--- src/logic/osac_consts.svh ---
// How it works
// - Full AHB slave, any master, reads/writes
// - One slave port steers to two banks
// - Banks at 0x11028000 and 0x11040000
// - Bus address becomes word address; data moves
// - Two-bit setting picks zero, one, two waits
// - Reset leaves zero wait states
// - Each bank has its own wait setting
// - Each wait state adds one pipeline stage
// - Endian input: 0 little, 1 big
// - Stall input high halts the controller
// - Runs on the bus main clock
// - Async active-low reset clears all logic
// - No DMA handshake; plain bus transfers
// - Idle memory address, data, strobes hold still
// - Idle bank select stays low
// - Unselected bank write enable stays high
// - Inactive bank memory clock held high
`ifndef OSAC_CONSTS_SVH
`define OSAC_CONSTS_SVH
`define OSAC_BANK_LOW_BASE 32'h11028000
`define OSAC_BANK_HIGH_BASE 32'h11040000
`define OSAC_BANK_BYTES 32'h00018000
`define OSAC_WORD_LSB 2
`define OSAC_AW 15
`define OSAC_WAIT_NONE 2'h0
`define OSAC_WAIT_ONE 2'h1
`define OSAC_WAIT_UNDEF 2'h2
`define OSAC_WAIT_RESET 2'h0
`define OSAC_HTRANS_NONSEQ 2'h2
`define OSAC_HRESP_OKAY 2'h0
`endif

--- src/logic/osac_pkg.sv ---
`default_nettype none
package osac_pkg;
  // Access phase of the controller.
  typedef enum logic [1:0] {
    OSAC_IDLE = 2'b00,
    OSAC_WAIT = 2'b01,
    OSAC_DATA = 2'b10
  } osac_state_type;
endpackage
`default_nettype wire

--- src/logic/osac_ctrl.sv ---
`include "osac_consts.svh"
`default_nettype none
module osac_ctrl (
  // Clock and reset.
  input wire logic clock,
  input wire logic rst_n,
  // Bus slave side.
  input wire logic hsel,
  input wire logic [31:0] haddr,
  input wire logic [1:0] htrans,
  input wire logic hwrite,
  input wire logic [2:0] hsize,
  input wire logic [31:0] hwdata,
  input wire logic hready_in,
  output logic hready_out,
  output logic [1:0] hresp,
  output logic [31:0] hrdata,
  // Configuration.
  input wire logic [1:0] bank_low_wait_cfg,
  input wire logic [1:0] bank_high_wait_cfg,
  input wire logic core_endian_config_out,
  input wire logic stall_req,
  // Low bank macro.
  output logic low_select,
  output logic low_write_enable_n,
  output logic [`OSAC_AW-1:0] low_addr,
  output logic [31:0] low_wdata,
  output logic [3:0] low_byte_select,
  output logic low_clock_in,
  input wire logic [31:0] low_rdata,
  // High bank macro.
  output logic high_select,
  output logic high_write_enable_n,
  output logic [`OSAC_AW-1:0] high_addr,
  output logic [31:0] high_wdata,
  output logic [3:0] high_byte_select,
  output logic high_clock_in,
  input wire logic [31:0] high_rdata
);
  osac_pkg::osac_state_type state_q;
  logic [31:0] haddr_q;
  logic hwrite_q;
  logic [2:0] hsize_q;
  logic bank_q;
  logic [1:0] waits_q;
  logic [1:0] wcnt_q;
  logic endian_q1;
  logic endian_q2;
  logic stall_q1;
  logic stall_q2;
  logic [31:0] rdata_q;
  logic sel_q;
  logic tail_q;
  logic rd1_q;
  logic rd2_q;
  logic rbank1_q;
  logic rbank2_q;
  logic hit_low;
  logic hit_high;
  logic take;
  logic access;
  logic [3:0] lanes;
  logic [31:0] wswap;
  logic [31:0] rraw;
  logic [1:0] cfg_pick;
  logic [1:0] waits_d;

  ////////////////////////////////////////////////////////////////////////////
  // Endian and stall are static straps from other logic; synchronise anyway.
  always_ff @(posedge clock or negedge rst_n)
  begin
    if (!rst_n)
    begin
      endian_q1 <= 1'b0;
      endian_q2 <= 1'b0;
      stall_q1 <= 1'b0;
      stall_q2 <= 1'b0;
    end
    else
    begin
      endian_q1 <= core_endian_config_out;
      endian_q2 <= endian_q1;
      stall_q1 <= stall_req;
      stall_q2 <= stall_q1;
    end
  end

  ////////////////////////////////////////////////////////////////////////////
  // Address decode onto the two banks.
  assign hit_low = (haddr >= `OSAC_BANK_LOW_BASE) &&
                   (haddr < `OSAC_BANK_LOW_BASE + `OSAC_BANK_BYTES);
  assign hit_high = (haddr >= `OSAC_BANK_HIGH_BASE) &&
                    (haddr < `OSAC_BANK_HIGH_BASE + `OSAC_BANK_BYTES);
  assign take = hsel && hready_in && htrans[1] && (hit_low || hit_high) &&
                !stall_q2 && (state_q != osac_pkg::OSAC_WAIT);

  // Latency code per bank; the undefined code rounds up to two waits.
  assign cfg_pick = hit_high ? bank_high_wait_cfg : bank_low_wait_cfg;
  always_comb
  begin
    case (cfg_pick)
      `OSAC_WAIT_NONE: waits_d = 2'h0;
      `OSAC_WAIT_ONE: waits_d = 2'h1;
      `OSAC_WAIT_UNDEF: waits_d = 2'h2;
      default: waits_d = 2'h2;
    endcase
  end

  // Address phase capture.
  always_ff @(posedge clock or negedge rst_n)
  begin
    if (!rst_n)
    begin
      haddr_q <= 32'h0;
      hwrite_q <= 1'b0;
      hsize_q <= 3'h0;
      bank_q <= 1'b0;
      waits_q <= `OSAC_WAIT_RESET;
    end
    else if (take)
    begin
      haddr_q <= haddr;
      hwrite_q <= hwrite;
      hsize_q <= hsize;
      bank_q <= hit_high;
      waits_q <= waits_d;
    end
  end

  ////////////////////////////////////////////////////////////////////////////
  // Data phase sequencer: each wait state is one more register stage.
  always_ff @(posedge clock or negedge rst_n)
  begin
    if (!rst_n)
    begin
      state_q <= osac_pkg::OSAC_IDLE;
      wcnt_q <= 2'h0;
    end
    else
    begin
      case (state_q)
        osac_pkg::OSAC_IDLE, osac_pkg::OSAC_DATA:
        begin
          if (take && waits_d != 2'h0)
          begin
            state_q <= osac_pkg::OSAC_WAIT;
            wcnt_q <= waits_d;
          end
          else if (take)
            state_q <= osac_pkg::OSAC_DATA;
          else
            state_q <= osac_pkg::OSAC_IDLE;
        end
        osac_pkg::OSAC_WAIT:
        begin
          if (!stall_q2)
          begin
            wcnt_q <= wcnt_q - 2'h1;
            if (wcnt_q == 2'h1)
              state_q <= osac_pkg::OSAC_DATA;
          end
        end
        default: state_q <= osac_pkg::OSAC_IDLE;
      endcase
    end
  end

  // Marks the data phase that closes a waited transfer, whose access has already fired.
  always_ff @(posedge clock or negedge rst_n)
  begin
    if (!rst_n)
      tail_q <= 1'b0;
    else
      tail_q <= (state_q == osac_pkg::OSAC_WAIT) && (wcnt_q == 2'h1) && !stall_q2;
  end

  // The macro fires once per transfer: in a zero-wait data phase, or in the last wait cycle.
  // Firing twice would rewrite the word and double the read power for nothing.
  assign access = ((state_q == osac_pkg::OSAC_DATA) && !tail_q) ||
                  ((state_q == osac_pkg::OSAC_WAIT) && wcnt_q == 2'h1 && !stall_q2);

  // Byte lanes from size and low address; big endian mirrors lane order.
  always_comb
  begin
    case (hsize_q)
      3'h0: lanes = 4'h1 << haddr_q[1:0];
      3'h1: lanes = haddr_q[1] ? 4'hC : 4'h3;
      default: lanes = 4'hF;
    endcase
    if (endian_q2)
      lanes = {lanes[0], lanes[1], lanes[2], lanes[3]};
  end
  assign wswap = endian_q2 ? {hwdata[7:0], hwdata[15:8], hwdata[23:16], hwdata[31:24]} : hwdata;

  ////////////////////////////////////////////////////////////////////////////
  // Bank ports; writes use the data phase data, hence one-cycle write timing.
  osac_bank_port u_low (
    .clock(clock),
    .rst_n(rst_n),
    .access(access && !bank_q),
    .write(hwrite_q),
    .word_addr(haddr_q[`OSAC_WORD_LSB +: `OSAC_AW]),
    .wdata(wswap),
    .byte_sel(lanes),
    .mem_select(low_select),
    .mem_write_enable_n(low_write_enable_n),
    .mem_addr(low_addr),
    .mem_wdata(low_wdata),
    .mem_byte_select(low_byte_select),
    .mem_clock_in(low_clock_in)
  );
  osac_bank_port u_high (
    .clock(clock),
    .rst_n(rst_n),
    .access(access && bank_q),
    .write(hwrite_q),
    .word_addr(haddr_q[`OSAC_WORD_LSB +: `OSAC_AW]),
    .wdata(wswap),
    .byte_sel(lanes),
    .mem_select(high_select),
    .mem_write_enable_n(high_write_enable_n),
    .mem_addr(high_addr),
    .mem_wdata(high_wdata),
    .mem_byte_select(high_byte_select),
    .mem_clock_in(high_clock_in)
  );

  ////////////////////////////////////////////////////////////////////////////
  // Read return; outputs are zero when not our transfer so they can be ORed.
  // The macro answers one edge after its select, so the read and its bank are carried along.
  // A later transfer may already have moved bank_q by the time the data comes back.
  assign rraw = rbank2_q ? high_rdata : low_rdata;
  always_ff @(posedge clock or negedge rst_n)
  begin
    if (!rst_n)
    begin
      rdata_q <= 32'h0;
      sel_q <= 1'b0;
      rd1_q <= 1'b0;
      rd2_q <= 1'b0;
      rbank1_q <= 1'b0;
      rbank2_q <= 1'b0;
    end
    else
    begin
      rd1_q <= access && !hwrite_q;
      rbank1_q <= bank_q;
      rd2_q <= rd1_q;
      rbank2_q <= rbank1_q;
      sel_q <= rd2_q;
      rdata_q <= rd2_q ?
                 (endian_q2 ? {rraw[7:0], rraw[15:8], rraw[23:16], rraw[31:24]} : rraw) : 32'h0;
    end
  end
  assign hrdata = sel_q ? rdata_q : 32'h0;
  assign hresp = `OSAC_HRESP_OKAY;
  assign hready_out = !(state_q == osac_pkg::OSAC_WAIT) && !stall_q2;
endmodule
`default_nettype wire

--- src/logic/osac_bank_port.sv ---
`include "osac_consts.svh"
`default_nettype none
module osac_bank_port (
  // Clock and reset.
  input wire logic clock,
  input wire logic rst_n,
  // Request from the controller core.
  input wire logic access,
  input wire logic write,
  input wire logic [`OSAC_AW-1:0] word_addr,
  input wire logic [31:0] wdata,
  input wire logic [3:0] byte_sel,
  // Memory macro pins.
  output logic mem_select,
  output logic mem_write_enable_n,
  output logic [`OSAC_AW-1:0] mem_addr,
  output logic [31:0] mem_wdata,
  output logic [3:0] mem_byte_select,
  output logic mem_clock_in
);
  ////////////////////////////////////////////////////////////////////////////
  // Address, data and lanes change only on an access so the macro sees no toggles.
  always_ff @(posedge clock or negedge rst_n)
  begin
    if (!rst_n)
    begin
      mem_addr <= '0;
      mem_wdata <= '0;
      mem_byte_select <= 4'h0;
    end
    else if (access)
    begin
      mem_addr <= word_addr;
      mem_wdata <= write ? wdata : mem_wdata;
      mem_byte_select <= write ? byte_sel : mem_byte_select;
    end
  end

  // Select is low and write enable in read position unless this bank works.
  always_ff @(posedge clock or negedge rst_n)
  begin
    if (!rst_n)
    begin
      mem_select <= 1'b0;
      mem_write_enable_n <= 1'b1;
    end
    else
    begin
      mem_select <= access;
      mem_write_enable_n <= !(access && write);
    end
  end

  // Gated memory clock: parked high while idle, pulses low then high on use.
  // A latch-free gate: the low phase follows the bus clock only while selected.
  assign mem_clock_in = mem_select ? clock : 1'b1;
endmodule
`default_nettype wire

--- config.mk ---
export PLATFORM = sky130hd
export DESIGN_NAME = osac_ctrl
export DESIGN_NICKNAME = d
export VERILOG_FILES = /design/src/logic/osac_pkg.sv /design/src/logic/osac_ctrl.sv /design/src/logic/osac_bank_port.sv
export VERILOG_INCLUDE_DIRS = /design/src /design/src/logic
export SDC_FILE = /design/constraint.sdc
export NUM_CORES = 1
export LEC_CHECK = 0
export BUFFER_PORTS_ARGS = -buffer_cell sky130_fd_sc_hd__buf_2
export CAP_MARGIN = 40
export CORE_ASPECT_RATIO = 0.75
export CORE_MARGIN = 5
export CORE_UTILIZATION = 50
export CTS_CLUSTER_DIAMETER = 150
export DETAILED_ROUTE_END_ITERATION = 8
export PLACE_DENSITY = 0.91
export SETUP_SLACK_MARGIN = 0.3
export SLEW_MARGIN = 20
export SYNTH_ARGS = -nofsm -noshare
export SYNTH_HDL_FRONTEND = slang
export SYNTH_SLANG_ARGS = --single-unit
--- constraint.sdc ---
create_clock -name clock -period 2.7 [get_ports clock]
set_input_delay 0.54 -clock clock [delete_from_list [all_inputs] [get_ports clock]]
set_output_delay 0.54 -clock clock [all_outputs]
set_load 0.05 [all_outputs]
# --- After elaboration in Yosys (flattened, before gate mapping) ---
# Index checks and enable logic that the tools add are counted.
totals:
  output_inout_bits: 143
  in_bits: 144
  regBits: 174
  wordCells: 98
classes:
  reduce_logical: 36
  mux: 20
  n_lt_le_gt_ge: 4
  n_addsub: 1
  shift: 1
  n_eq_ne: 9
ops:
  columns: ["op", "count"]
  rows:
  - ["2-to-1 mux 32 bit", 5]
  - ["greater-or-equal comparator 32 x 29 -> 1 bit, second input constant", 2]
  - ["less-than comparator 32 x 29 -> 1 bit, second input constant", 2]
  - ["logical AND 1 bit", 17]
  - ["2-to-1 mux 2 bit", 7]
  - ["one-hot mux 2 bit (2 select lines)", 3]
  - ["2-to-1 mux 4 bit", 2]
  - ["one-hot mux 4 bit (2 select lines)", 1]
  - ["logical NOT 1 bit", 7]
  - ["equality test 2 x 1 -> 1 bit, second input constant", 3]
  - ["!= test 2 bit, second input constant", 3]
  - ["AND reduction 2 bit", 3]
  - ["logical NOT 2 bit", 2]
  - ["nonzero test 2 bit", 2]
  - ["<< shifter 1 x 2 -> 4 bit, first input constant", 1]
  - ["equality test 3 x 1 -> 1 bit, second input constant", 1]
  - ["logical NOT 3 bit", 1]
  - ["AND reduction 3 bit", 1]
  - ["equality test 2 bit, second input constant", 1]
  - ["logical OR 1 bit", 2]
  - ["2-to-1 mux 1 bit", 2]
  - ["!= test 2 x 1 -> 1 bit, second input constant", 1]
  - ["OR reduction 2 bit", 1]
  - ["subtractor 2 x 1 -> 2 bit, second input constant", 1]

# --- Depth between registers and ports, before layout ---
# Gate-level depths: netlist of run 1.
depth:
  depth_word: 9
  depth_mapped: 8

# --- Modules after synthesis ---
# Synthesis of run 1 repeated with hierarchy kept, for this count alone.
unflattened:
  cells_unflattened: 535
  area_unflattened_um2: 8195.4
modules_own_cells:
  columns: ["mod", "area_each_um2", "cells_each", "n_inst"]
  rows:
  - ["osac_bank_port", 2115.8, 111, 2]
  - ["osac_ctrl", 3963.8, 313, 1]

==> impl_metrics.sql, run 1 <==
INSERT INTO impl_metrics (metric_group, metric, value, unit) VALUES
('global_routing', 'antenna_found_initial', '0', ''),
('timing', 'timing.slew.headroom', '0.563', ''),
('setup_path', 'critical_path.max_stage_delay', '0.15', 'ns'),
('cells_and_area', 'ff_latch_area', '4360', 'µm²'),
('synth', 'postSynth.asyncResetShare', '1.00', ''),
('cells_and_area', 'antenna_cells', '0', ''),
('detailed_routing', 'dr_total_vias', '5783', ''),
('global_routing', 'grt_use_total', '0.226', ''),
('setup_path', 'cp_max_fo', '2', ''),
('cells_and_area', 'multi_input_comb_area', '3210', 'µm²'),
('floorplanning', 'design.portCount', '287', ''),
('setup_path', 'criticalPathCategory', 'clock port to output port', ''),
('floorplanning', 'fp.dieW', '154', 'µm'),
('timing', 'hold_violations', '0', ''),
('power', 'peakVddDrop', '404', 'µV'),
('setup_path', 'timing.critical_path.slowest_stage_cell', 'sky130_fd_sc_hd__buf_6', ''),
('global_routing', 'grt_start_max_net_pins', '74', ''),
('clock_tree', 'clkTransAtPathRegs', '0.06', 'ns'),
('timing', 'fin_setup_tns', '0', 'ns'),
('synth', 'netlist.area_leader.share', '0.556', ''),
('timing', 'finalMaxSlewViolations', '0', ''),
('synth', 'synth_flop_cell', 'sky130_fd_sc_hd__dfrtp_1', ''),
('setup_path', 'critical_path.cell_chain', 'clkbuf_16 > clkbuf_16 > nand2b_4 > buf_6', ''),
('timing', 'skew', '0.00940', 'ns'),
('worst_hold_path', 'holdCritPathClass', 'input port to register', ''),
('place', 'detailed_place_hpwl', '15200', 'µm'),
('synth', 'mappedNetlistArea', '7740', 'µm²'),
('setup_path', 'timing.critical_path.arrival', '1.88', 'ns'),
('synth', 'post_synth_inst_count', '603', ''),
('timing', 'timing_worst_slew_pin_value', '0.656', 'ns'),
('setup_path', 'rrSetupSlack', '0.60', 'ns'),
('power', 'power_per_cell_area', '546', 'nW/µm²'),
('detailed_routing', 'totalWireLength', '20200', 'µm'),
('setup_path', 'cp_top_family', 'buffers and inverters', ''),
('floorplanning', 'die_height', '118', 'µm'),
('job', 'cap_viol_max_count', '0', ''),
('power', 'total_power', '5.49', 'mW'),
('detailed_routing', 'wl_per_cell', '18.4', 'µm'),
('clock_tree', 'clock_latency', '0.53', 'ns'),
('timing', 'rsz0062_at_grt', 'yes', ''),
('synth', 'syn_area_per_cell', '12.8', 'µm²'),
('detailed_routing', 'post_drt_via_cell_ratio', '5.25', ''),
('cells_and_area', 'fraction_of_layout_cells_with_a_size_suffix_above_1', '0.479', ''),
('synth', 'synth_enable_flop_cells', '0', ''),
('setup_path', 'critical_path.n_buffers_inverters', '3', ''),
('cells_and_area', 'finish.net_count', '1030', ''),
('timing', 'timing.final.setup_violations', '0', ''),
('run_status', 'run_status', 'finished, final reports clean', ''),
('synth', 'synth_seq_area_share', '0.563', ''),
('global_routing', 'vias_in_the_first_global_route', '6089', ''),
('clock_tree', 'cts_setup_buffers', '0', ''),
('cells_and_area', 'n_fill_cell', '1168', ''),
('synth', 'yosysWarningCount', '0', ''),
('synth', 'synth_cell_types', '44', ''),
('global_routing', 'grt_overflow', '0', ''),
('setup_path', 'crit_required', '2.16', 'ns'),
('detailed_routing', 'detailedRoute.firstPassIterationCount', '4', ''),
('clock_tree', 'tritoncts', 'built', ''),
('synth', 'ys_ff_latch', '174', ''),
('detailed_routing', 'drt_first_iter_violations', '342', ''),
('global_routing', 'global_route_wire_length_before_repair', '32400', 'µm'),
('floorplanning', 'num_rows', '39', ''),
('synth', 'netlist_top_cells_area', 'sky130_fd_sc_hd__dfrtp_1 56%, sky130_fd_sc_hd__mux4_2 9.3%, sky130_fd_sc_hd__and2_1 5.2%, sky130_fd_sc_hd__mux2i_1 4.7%, sky130_fd_sc_hd__mux2_2 4.5%', ''),
('cells_and_area', 'layout.cells.most_common', 'sky130_fd_sc_hd__buf_2', ''),
('setup_path', 'critical_path.endpoint_type', 'output port', ''),
('cells_and_area', 'most_frequent_cells_in_the_layout', '280 x sky130_fd_sc_hd__buf_2, 169 x sky130_fd_sc_hd__dfrtp_1, 74 x sky130_fd_sc_hd__nand2_1, 65 x sky130_fd_sc_hd__o21ai_0, 64 x sky130_fd_sc_hd__and2_1', ''),
('power', 'leakagePower', '5.15', 'nW'),
('synth', 'synth_top_cell_by_area', 'sky130_fd_sc_hd__dfrtp_1', ''),
('setup_path', 'start_kind', 'clock port', ''),
('floorplanning', 'core_area', '15200', 'µm²'),
('floorplanning', 'die_area', '18100', 'µm²'),
('detailed_routing', 'postRouteAntennaNets', '0', ''),
('detailed_routing', 'drt_drc_violations_left', '0', ''),
('setup_path', 'critical_path.most_common_cell', 'sky130_fd_sc_hd__clkbuf_16', ''),
('floorplanning', 'initial_core_util', '0.509', ''),
('place', 'routability_driven_placement_congestion_ratio', '0.866', ''),
('cells_and_area', 'layout-area-overhead-vs-synth', '30.0', '%'),
('place', 'buffer_ports.inserted', '283', '');
==> stage by stage <==
stage               cells   util  area (µm²)  worst slack (ns)  hold WS [ns]
global placement     1065  0.616        9390             0.304         0.331
detailed placement   1065  0.616        9390             0.254         0.335
global route         1102  0.661       10100             0.261        0.0977
floorplan             604      -        7750             0.445         0.244
CTS                  1101  0.660       10000             0.225         0.102
finish               1102  0.661       10100             0.275         0.124
==> per-layer routing <==
metal	up-vias	track usage	routed length, µm
li1	2681	-	-
met1	2880	0.289	8430
met2	198	0.374	10200
met3	24	0.0632	1280
met4	0	0.0728	295
met5	-	0	0
==> flip-flops by register name, summed over array words and instances (netlist names), 2 cells and up <==
register	flops
rdata_q	32
u_high.mem_wdata	32
u_low.mem_wdata	32
haddr_q	17
u_high.mem_addr	15
u_low.mem_addr	15
u_high.mem_byte_select	4
u_low.mem_byte_select	4
hsize_q	3
state_q	2
wcnt_q	2
==> kinds of logic after synthesis <==
kind of cell / synth area share
other: 0.000484
AND/OR/NAND/NOR: 0.119
flip-flops: 0.563
multiplexers: 0.223
AO/OA/AOI/OAI: 0.0666
buffers and inverters: 0.0259
adder cells (fa/ha/maj): 0.00162
==> layout make-up <==
cell class,instances,share of cell area
clock buffer,25,0.0562
multi-input combinational,390,0.319
inverter,2,0.000746
tap,205,0.0255
sequential,174,0.433
clock inverter,12,0.00857
timing repair buffer,294,0.157
==> worst register-to-register path, cell delays in order (launching register included) <==
cell,delay (ns)
sky130_fd_sc_hd__dfrtp_1,0.41
sky130_fd_sc_hd__ha_1,0.23
sky130_fd_sc_hd__nand4bb_1,0.32
sky130_fd_sc_hd__a21oi_4,0.10
sky130_fd_sc_hd__nand2_2,0.08
sky130_fd_sc_hd__buf_4,0.51
sky130_fd_sc_hd__o21ai_0,0.29
==> repair_timing <==
action                     CTS  global route
hold endpoints to repair    37             0
hold buffers                 1             0
setup endpoints to repair   34             2
gates resized for setup      5             2
gates cloned                 0             0
==> final timing paths <==
| check | start | to | cells past startpoint |
|---|---|---|---|
| min in group asynchronous | rst_n | stall_q1$_DFF_PN0_ | 2 |
| worst max register to register | wcnt_q[0]$_DFFE_PN0P_ | u_low.mem_wdata[0]$_DFFE_PN0P_ | 6 |
| max in group asynchronous | rst_n | u_high.mem_wdata[30]$_DFFE_PN0P_ | 3 |
| worst min-delay path | stall_req | stall_q1$_DFF_PN0_ | 1 |
| worst max-delay path | clock | low_clock_in | 4 |
| worst min register to register | rbank1_q$_DFF_PN0_ | rbank2_q$_DFF_PN0_ | 0 |
==> where the power goes <==
part           switching, mW  total [mW]  leakage, nW  internal, mW
logic                  0.173       0.333         2.74         0.161
registers             0.0144        2.62         2.08          2.61
clock network           1.06        2.54        0.330          1.48
==> cells in the mapped netlist (2+ instances only) <==
cell type / instances
sky130_fd_sc_hd__a21oi_1: 4
sky130_fd_sc_hd__a21oi_4: 2
sky130_fd_sc_hd__and2_1: 64
sky130_fd_sc_hd__buf_12: 2
sky130_fd_sc_hd__buf_2: 8
sky130_fd_sc_hd__buf_4: 2
sky130_fd_sc_hd__clkbuf_1: 26
sky130_fd_sc_hd__dfrtp_1: 172
sky130_fd_sc_hd__dfstp_2: 2
sky130_fd_sc_hd__inv_1: 2
sky130_fd_sc_hd__mux2_2: 31
sky130_fd_sc_hd__mux2_4: 20
sky130_fd_sc_hd__mux2i_1: 36
sky130_fd_sc_hd__mux4_2: 32
sky130_fd_sc_hd__nand2_1: 75
sky130_fd_sc_hd__nand2b_1: 6
sky130_fd_sc_hd__nand4_1: 3
sky130_fd_sc_hd__nor2_1: 5
sky130_fd_sc_hd__nor2b_1: 2
sky130_fd_sc_hd__nor3_1: 9
sky130_fd_sc_hd__nor4_2: 2
sky130_fd_sc_hd__o21ai_0: 65
sky130_fd_sc_hd__o21ai_1: 12
No activity file was read; power rests on OpenSTA's default activity.
==> inputs of run 2 (changes only) <==
--- a/config.mk
+++ b/config.mk
@@ -11,8 +11,9 @@
 export CORE_ASPECT_RATIO = 0.75
 export CORE_MARGIN = 5
 export CORE_UTILIZATION = 50
-export CTS_CLUSTER_DIAMETER = 150
+export CTS_CLUSTER_SIZE = 8
 export DETAILED_ROUTE_END_ITERATION = 8
+export HOLD_SLACK_MARGIN = 0.15
 export PLACE_DENSITY = 0.91
 export SETUP_SLACK_MARGIN = 0.3
 export SLEW_MARGIN = 20
==> impl_metrics.sql, run 2 (synthesized netlist as in run 1, its figures left out) <==
INSERT INTO impl_metrics (metric_group, metric, value, unit) VALUES
('run_status', 'run_status', 'finished, final reports clean', ''),
('global_routing', 'grt_overflow', '0', ''),
('setup_path', 'worst_reg2reg_path_startpoint', 'wcnt_q[0]$_DFFE_PN0P_', ''),
('floorplanning', 'die_height', '118', 'µm'),
('timing', 'hold_violations', '0', ''),
('floorplanning', 'initial_core_util', '0.509', ''),
('setup_path', 'timing.critical_path.slowest_stage_cell', 'sky130_fd_sc_hd__buf_6', ''),
('place', 'routability_driven_placement_congestion_ratio', '0.866', ''),
('setup_path', 'crit_start', 'clock', ''),
('cells_and_area', 'layout.cells.most_common', 'sky130_fd_sc_hd__buf_2', ''),
('global_routing', 'global_route_wire_length_before_repair', '32500', 'µm'),
('floorplanning', 'die_area', '18100', 'µm²'),
('timing', 'timing.final.setup_violations', '0', ''),
('setup_path', 'crit_required', '2.16', 'ns'),
('setup_path', 'path_depth', '4', ''),
('cells_and_area', 'finish.net_count', '1032', ''),
('timing', 'fin_setup_tns', '0', 'ns'),
('setup_path', 'critical_path.cell_chain', 'clkbuf_16 > clkbuf_16 > nand2b_4 > buf_6', ''),
('global_routing', 'antenna_found_initial', '0', ''),
('job', 'cap_viol_max_count', '0', ''),
('setup_path', 'cp_top_family', 'buffers and inverters', ''),
('clock_tree', 'clock_latency', '0.53', 'ns'),
('global_routing', 'grt_start_max_net_pins', '74', ''),
('cells_and_area', 'fraction_of_layout_cells_with_a_size_suffix_above_1', '0.478', ''),
('worst_hold_path', 'holdCritPathClass', 'input port to register', ''),
('cells_and_area', 'antenna_cells', '0', ''),
('cells_and_area', 'layout-area-overhead-vs-synth', '30.3', '%'),
('timing', 'finalMaxSlewViolations', '0', ''),
('clock_tree', 'cts_setup_buffers', '0', ''),
('floorplanning', 'core_area', '15200', 'µm²'),
('timing', 'timing.slew.headroom', '0.560', ''),
('detailed_routing', 'post_drt_via_cell_ratio', '5.27', ''),
('place', 'detailed_place_hpwl', '15200', 'µm'),
('global_routing', 'vias_in_the_first_global_route', '6097', ''),
('setup_path', 'cp_max_fo', '2', ''),
('clock_tree', 'clkTransAtPathRegs', '0.07', 'ns'),
('floorplanning', 'design.portCount', '287', ''),
('detailed_routing', 'dr_total_vias', '5815', ''),
('setup_path', 'reg2reg_depth', '6', ''),
('setup_path', 'timing.critical_path.arrival', '1.88', 'ns'),
('setup_path', 'start_kind', 'clock port', ''),
('worst_hold_path', 'worstHoldStart', 'haddr[13]', ''),
('setup_path', 'critical_path.max_stage_delay', '0.15', 'ns'),
('detailed_routing', 'drt_drc_violations_left', '0', ''),
('setup_path', 'criticalPathCategory', 'clock port to output port', ''),
('setup_path', 'critical_path.most_common_cell', 'sky130_fd_sc_hd__clkbuf_16', ''),
('detailed_routing', 'totalWireLength', '20300', 'µm'),
('floorplanning', 'num_rows', '39', ''),
('floorplanning', 'fp.dieW', '154', 'µm'),
('detailed_routing', 'wl_per_cell', '18.4', 'µm'),
('cells_and_area', 'largest_registers', 'rdata_q: 32 flops, u_high.mem_wdata: 32 flops, u_low.mem_wdata: 32 flops', ''),
('power', 'peakVddDrop', '404', 'µV'),
('timing', 'timing_worst_slew_pin_value', '0.660', 'ns'),
('power', 'leakagePower', '5.15', 'nW'),
('detailed_routing', 'drt_first_iter_violations', '331', ''),
('place', 'buffer_ports.inserted', '283', ''),
('worst_hold_path', 'min_delay_path_depth', '2', ''),
('power', 'power_per_cell_area', '545', 'nW/µm²'),
('cells_and_area', 'n_fill_cell', '1167', ''),
('cells_and_area', 'most_frequent_cells_in_the_layout', '280 x sky130_fd_sc_hd__buf_2, 169 x sky130_fd_sc_hd__dfrtp_1, 74 x sky130_fd_sc_hd__nand2_1, 65 x sky130_fd_sc_hd__o21ai_0, 64 x sky130_fd_sc_hd__and2_1', ''),
('clock_tree', 'tritoncts', 'built', ''),
('timing', 'skew', '0.0123', 'ns'),
('timing', 'rsz0062_at_grt', 'yes', ''),
('detailed_routing', 'detailedRoute.firstPassIterationCount', '4', ''),
('setup_path', 'critical_path.n_buffers_inverters', '3', ''),
('global_routing', 'grt_use_total', '0.226', ''),
('setup_path', 'critical_path.endpoint_type', 'output port', ''),
('cells_and_area', 'fin_util', '0.663', ''),
('detailed_routing', 'postRouteAntennaNets', '0', '');
-- run 2: changes by cell type in the layout (fill, tap and decap cells not counted), sizes merged --
cell	previous run	this run
dlygate4sd3	1	3
-- run 2: worst reg2reg max path, stage by stage (launching register included) --
cell                        delay (ns)
sky130_fd_sc_hd__dfrtp_1          0.41
sky130_fd_sc_hd__ha_1             0.23
sky130_fd_sc_hd__nand4bb_1        0.32
sky130_fd_sc_hd__a21oi_4          0.10
sky130_fd_sc_hd__nand2_2          0.08
sky130_fd_sc_hd__buf_4            0.51
sky130_fd_sc_hd__o21ai_0          0.30
-- run 2: path summary, 6_finish.rpt --
| check | endpoint | slack [ns] |
|---|---|---|
| setup / recovery | low_clock_in | 0.28 |
| hold / removal | haddr_q[13]$_DFFE_PN0P_ | 0.24 |
| setup reg to reg | u_low.mem_wdata[0]$_DFFE_PN0P_ | 0.59 |
| hold reg to reg | rbank2_q$_DFF_PN0_ | 0.35 |
| max in group asynchronous | u_high.mem_write_enable_n$_DFF_PN1_ | 1.44 |
| min in group asynchronous | stall_q1$_DFF_PN0_ | 0.55 |
-- run 2: metrics by stage --
step	cell area (µm²)	setup slack, ns	instances	total power [mW]	hold slack [ns]
final	10100	0.275	1104	5.50	0.240
after CTS	10100	0.225	1103	5.55	0.220
after global routing	10100	0.261	1104	5.70	0.215
after floorplan	7750	0.445	604	2.80	0.244
after global placement	9390	0.304	1065	3.00	0.331
after detailed placement	9390	0.254	1065	3.01	0.335
-- run 2: what timing repair did --
action | in CTS | in global routing
gates cloned | 0 | 0
gates resized for setup | 5 | 2
hold buffers | 3 | 0
setup endpoints to repair | 34 | 2
hold endpoints to repair | 58 | 0
-- run 2: cell type report --
type                       instances  area (µm²)  share of cell area
sequential                       174        4360               0.432
multi-input combinational        390        3210               0.318
clock inverter                    12        86.3             0.00856
tap                              205         256              0.0254
inverter                           2        7.51            0.000744
timing repair buffer             296        1600               0.159
clock buffer                      25         566              0.0561
-- run 2: metal layers --
metal  GRT usage  vias to the layer above  part of all wire
met5           0                        -                 0
met4      0.0728                        0             0.015
met3      0.0632                       24             0.063
met2       0.375                      209              0.51
met1       0.289                     2898              0.41
li1            -                     2684                 -
-- run 2: power by group --
group | leakage, nW | switching [mW] | internal (mW)
Clock | 0.330 | 1.06 | 1.48
Sequential | 2.08 | 0.0145 | 2.61
Combinational | 2.75 | 0.174 | 0.162
==> inputs of run 3 (changes only) <==
--- a/config.mk
+++ b/config.mk
@@ -10,11 +10,11 @@
 export CAP_MARGIN = 40
 export CORE_ASPECT_RATIO = 0.75
 export CORE_MARGIN = 5
-export CORE_UTILIZATION = 50
+export CORE_UTILIZATION = 45
 export CTS_CLUSTER_SIZE = 8
 export DETAILED_ROUTE_END_ITERATION = 8
 export HOLD_SLACK_MARGIN = 0.15
-export PLACE_DENSITY = 0.91
+export PLACE_DENSITY = 0.87
 export SETUP_SLACK_MARGIN = 0.3
 export SLEW_MARGIN = 20
 export SYNTH_ARGS = -nofsm -noshare
==> constraint.sdc (replaced) <==
create_clock -name clock -period 2 [get_ports clock]
set_input_delay 0.4 -clock clock [delete_from_list [all_inputs] [get_ports clock]]
set_output_delay 0.4 -clock clock [all_outputs]
set_load 0.05 [all_outputs]
==> impl_metrics.sql, run 3 (synthesized netlist as in run 1, its figures left out) <==
INSERT INTO impl_metrics (metric_group, metric, value, unit) VALUES
('run_status', 'run_status', 'finished with violations', ''),
('run_status', 'violations_in_the_final_reports', 'setup timing', ''),
('timing', 'finalMaxSlewViolations', '0', ''),
('timing', 'fmaxAchievable', '465', 'MHz'),
('detailed_routing', 'dr_total_vias', '6737', ''),
('global_routing', 'antenna_found_initial', '2', ''),
('cells_and_area', 'fraction_of_layout_cells_with_a_size_suffix_above_1', '0.598', ''),
('timing', 'timing_worst_slew_pin_value', '0.791', 'ns'),
('setup_path', 'worst_reg2reg_path_startpoint', 'state_q[0]$_DFFE_PN0P_', ''),
('floorplanning', 'die_area', '20000', 'µm²'),
('place', 'routability_driven_placement_congestion_ratio', '0.815', ''),
('setup_path', 'timing.critical_path.arrival', '2.56', 'ns'),
('place', 'pre_cts_slack', '-0.190', 'ns'),
('timing', 'hold_violations', '0', ''),
('cells_and_area', 'layout-area-overhead-vs-synth', '61.5', '%'),
('cells_and_area', 'largest_registers', 'rdata_q: 32 flops, u_high.mem_wdata: 32 flops, u_low.mem_wdata: 32 flops', ''),
('worst_hold_path', 'worstHoldStart', 'bank_high_wait_cfg[0]', ''),
('global_routing', 'grt_start_max_net_pins', '49', ''),
('worst_hold_path', 'min_delay_worst_endpoint', 'wcnt_q[0]$_DFFE_PN0P_', ''),
('floorplanning', 'design.portCount', '287', ''),
('cells_and_area', 'fin_util', '0.741', ''),
('setup_path', 'criticalPathCategory', 'register to register', ''),
('clock_tree', 'tritoncts', 'built', ''),
('setup_path', 'start_kind', 'register', ''),
('floorplanning', 'num_rows', '41', ''),
('timing', 'setup_slack', '-0.151', 'ns'),
('power', 'leakagePower', '6.12', 'nW'),
('detailed_routing', 'post_drt_via_cell_ratio', '5.57', ''),
('timing', 'rsz0062_at_grt', 'yes', ''),
('cells_and_area', 'most_frequent_cells_in_the_layout', '245 x sky130_fd_sc_hd__buf_2, 168 x sky130_fd_sc_hd__dfrtp_1, 50 x sky130_fd_sc_hd__mux2_4, 48 x sky130_fd_sc_hd__nand2_1, 46 x sky130_fd_sc_hd__buf_6', ''),
('clock_tree', 'clock_latency', '0.53', 'ns'),
('place', 'buffer_ports.inserted', '283', ''),
('detailed_routing', 'wl_per_cell', '22.6', 'µm'),
('detailed_routing', 'detailedRoute.firstPassIterationCount', '7', ''),
('cells_and_area', 'layout.cells.most_common', 'sky130_fd_sc_hd__buf_2', ''),
('timing', 'hold_ws', '0.183', 'ns'),
('floorplanning', 'fp.dieW', '161', 'µm'),
('setup_path', 'rrSetupSlack', '-0.15', 'ns'),
('clock_tree', 'clkTransAtPathRegs', '0.08', 'ns'),
('power', 'power_per_cell_area', '652', 'nW/µm²'),
('floorplanning', 'core_area', '16900', 'µm²'),
('detailed_routing', 'drt_first_iter_violations', '502', ''),
('setup_path', 'cp_max_fo', '7', ''),
('global_routing', 'vias_in_the_first_global_route', '6916', ''),
('global_routing', 'grt_overflow', '0', ''),
('detailed_routing', 'totalWireLength', '27400', 'µm'),
('timing', 'share_of_the_clock_period_used_by_the_worst_path_after_layout', '1.08', ''),
('cells_and_area', 'n_fill_cell', '1059', ''),
('floorplanning', 'initial_core_util', '0.459', ''),
('timing', 'final_min_period', '2.15', 'ns'),
('place', 'detailed_place_hpwl', '15400', 'µm'),
('global_routing', 'grt_use_total', '0.246', ''),
('job', 'cap_viol_max_count', '0', ''),
('worst_hold_path', 'holdCritPathClass', 'input port to register', ''),
('worst_hold_path', 'min_delay_path_depth', '3', ''),
('setup_path', 'critical_path.endpoint_type', 'register', ''),
('timing', 'timing.final.setup_violations', '1', ''),
('floorplanning', 'die_height', '124', 'µm'),
('setup_path', 'reg2reg_to', 'u_high.mem_wdata[15]$_DFFE_PN0P_', ''),
('setup_path', 'crit_required', '2.40', 'ns'),
('timing', 'skew', '0.0150', 'ns'),
('setup_path', 'reg2reg_depth', '7', ''),
('detailed_routing', 'postRouteAntennaNets', '0', ''),
('detailed_routing', 'drt_drc_violations_left', '0', ''),
('global_routing', 'global_route_wire_length_before_repair', '37400', 'µm'),
('cells_and_area', 'finish.net_count', '1125', ''),
('timing', 'timing.slew.headroom', '0.473', ''),
('power', 'peakVddDrop', '447', 'µV');
run 3: cell count changes in the layout (fill, tap and decap cells not counted), moves of 32 or more:
cell                      before  now
sky130_fd_sc_hd__and2_1       64   32
sky130_fd_sc_hd__and2_4        0   32
sky130_fd_sc_hd__buf_2       280  245
sky130_fd_sc_hd__buf_6         3   46
sky130_fd_sc_hd__o21ai_0      65   15
run 3: final cells by class:
cell class / instances / area, µm² / share of cell area
Inverter: 2 / 7.51 / 0.000600
Timing Repair Buffer: 389 / 3360 / 0.269
Clock buffer: 25 / 583 / 0.0466
Tap cell: 215 / 269 / 0.0215
Sequential cell: 174 / 4360 / 0.349
Antenna cell: 2 / 5.00 / 0.000400
Multi-Input combinational cell: 390 / 3720 / 0.297
Clock inverter: 13 / 199 / 0.0159
run 3: worst max-delay path by stage:
| stage | end | slack, ns | from |
|---|---|---|---|
| 6_report | u_high.mem_wdata[15]$_DFFE_PN0P_ | -0.15 | state_q[0]$_DFFE_PN0P_ |
| 5_1_grt | u_high.mem_wdata[15]$_DFFE_PN0P_ | -0.19 | state_q[0]$_DFFE_PN0P_ |
| 4_1_cts | low_clock_in | 0.06 | clock |
| 3_5_place_dp | haddr_q[9]$_DFFE_PN0P_ | -0.19 | haddr[21] |
| 3_3_place_gp | haddr_q[9]$_DFFE_PN0P_ | -0.12 | haddr[21] |
| 2_1_floorplan | haddr_q[0]$_DFFE_PN0P_ | 0.01 | haddr[27] |
run 3: critical path, stage by stage, from the launching register on:
cell                        delay [ns]
sky130_fd_sc_hd__dfrtp_2          0.42
sky130_fd_sc_hd__buf_6            0.12
sky130_fd_sc_hd__or3b_4           0.41
sky130_fd_sc_hd__a21boi_4         0.25
sky130_fd_sc_hd__nand2_8          0.16
sky130_fd_sc_hd__buf_12           0.19
sky130_fd_sc_hd__clkbuf_16        0.16
sky130_fd_sc_hd__o21ai_1          0.32
run 3: what timing repair did:
action | in CTS | in global routing
setup endpoints to repair | 160 | 163
endpoints found under the hold margin | 68 | 0
cloned | 19 | 13
buffers inserted | 16 | 11
resized for setup | 157 | 140
hold buffers | 24 | 0
pin swaps | 22 | 23
run 3: per-stage QoR:
step	instance area (µm²)	TNS [ns]	cells	power, mW
finish	12500	-0.151	1210	8.16
detailed placement	9690	-3.55	1089	4.09
floorplan	7880	0	604	3.79
global placement	9690	-2.05	1089	4.08
CTS	11800	0	1184	8.15
global route	12500	-1.07	1210	8.41
run 3: power breakdown:
part / total (mW) / switching [mW] / internal [mW] / leakage, nW
Sequential: 3.53 / 0.00903 / 3.52 / 2.08
Combinational: 0.546 / 0.288 / 0.258 / 3.65
Clock: 4.08 / 1.51 / 2.56 / 0.390
run 3: layer usage:
metal,share of wire,track usage,vias to the layer above
met2,0.50,0.412,364
met1,0.39,0.315,3391
li1,-,-,2899
met3,0.075,0.0539,83
met5,0,0,-
met4,0.035,0.102,0
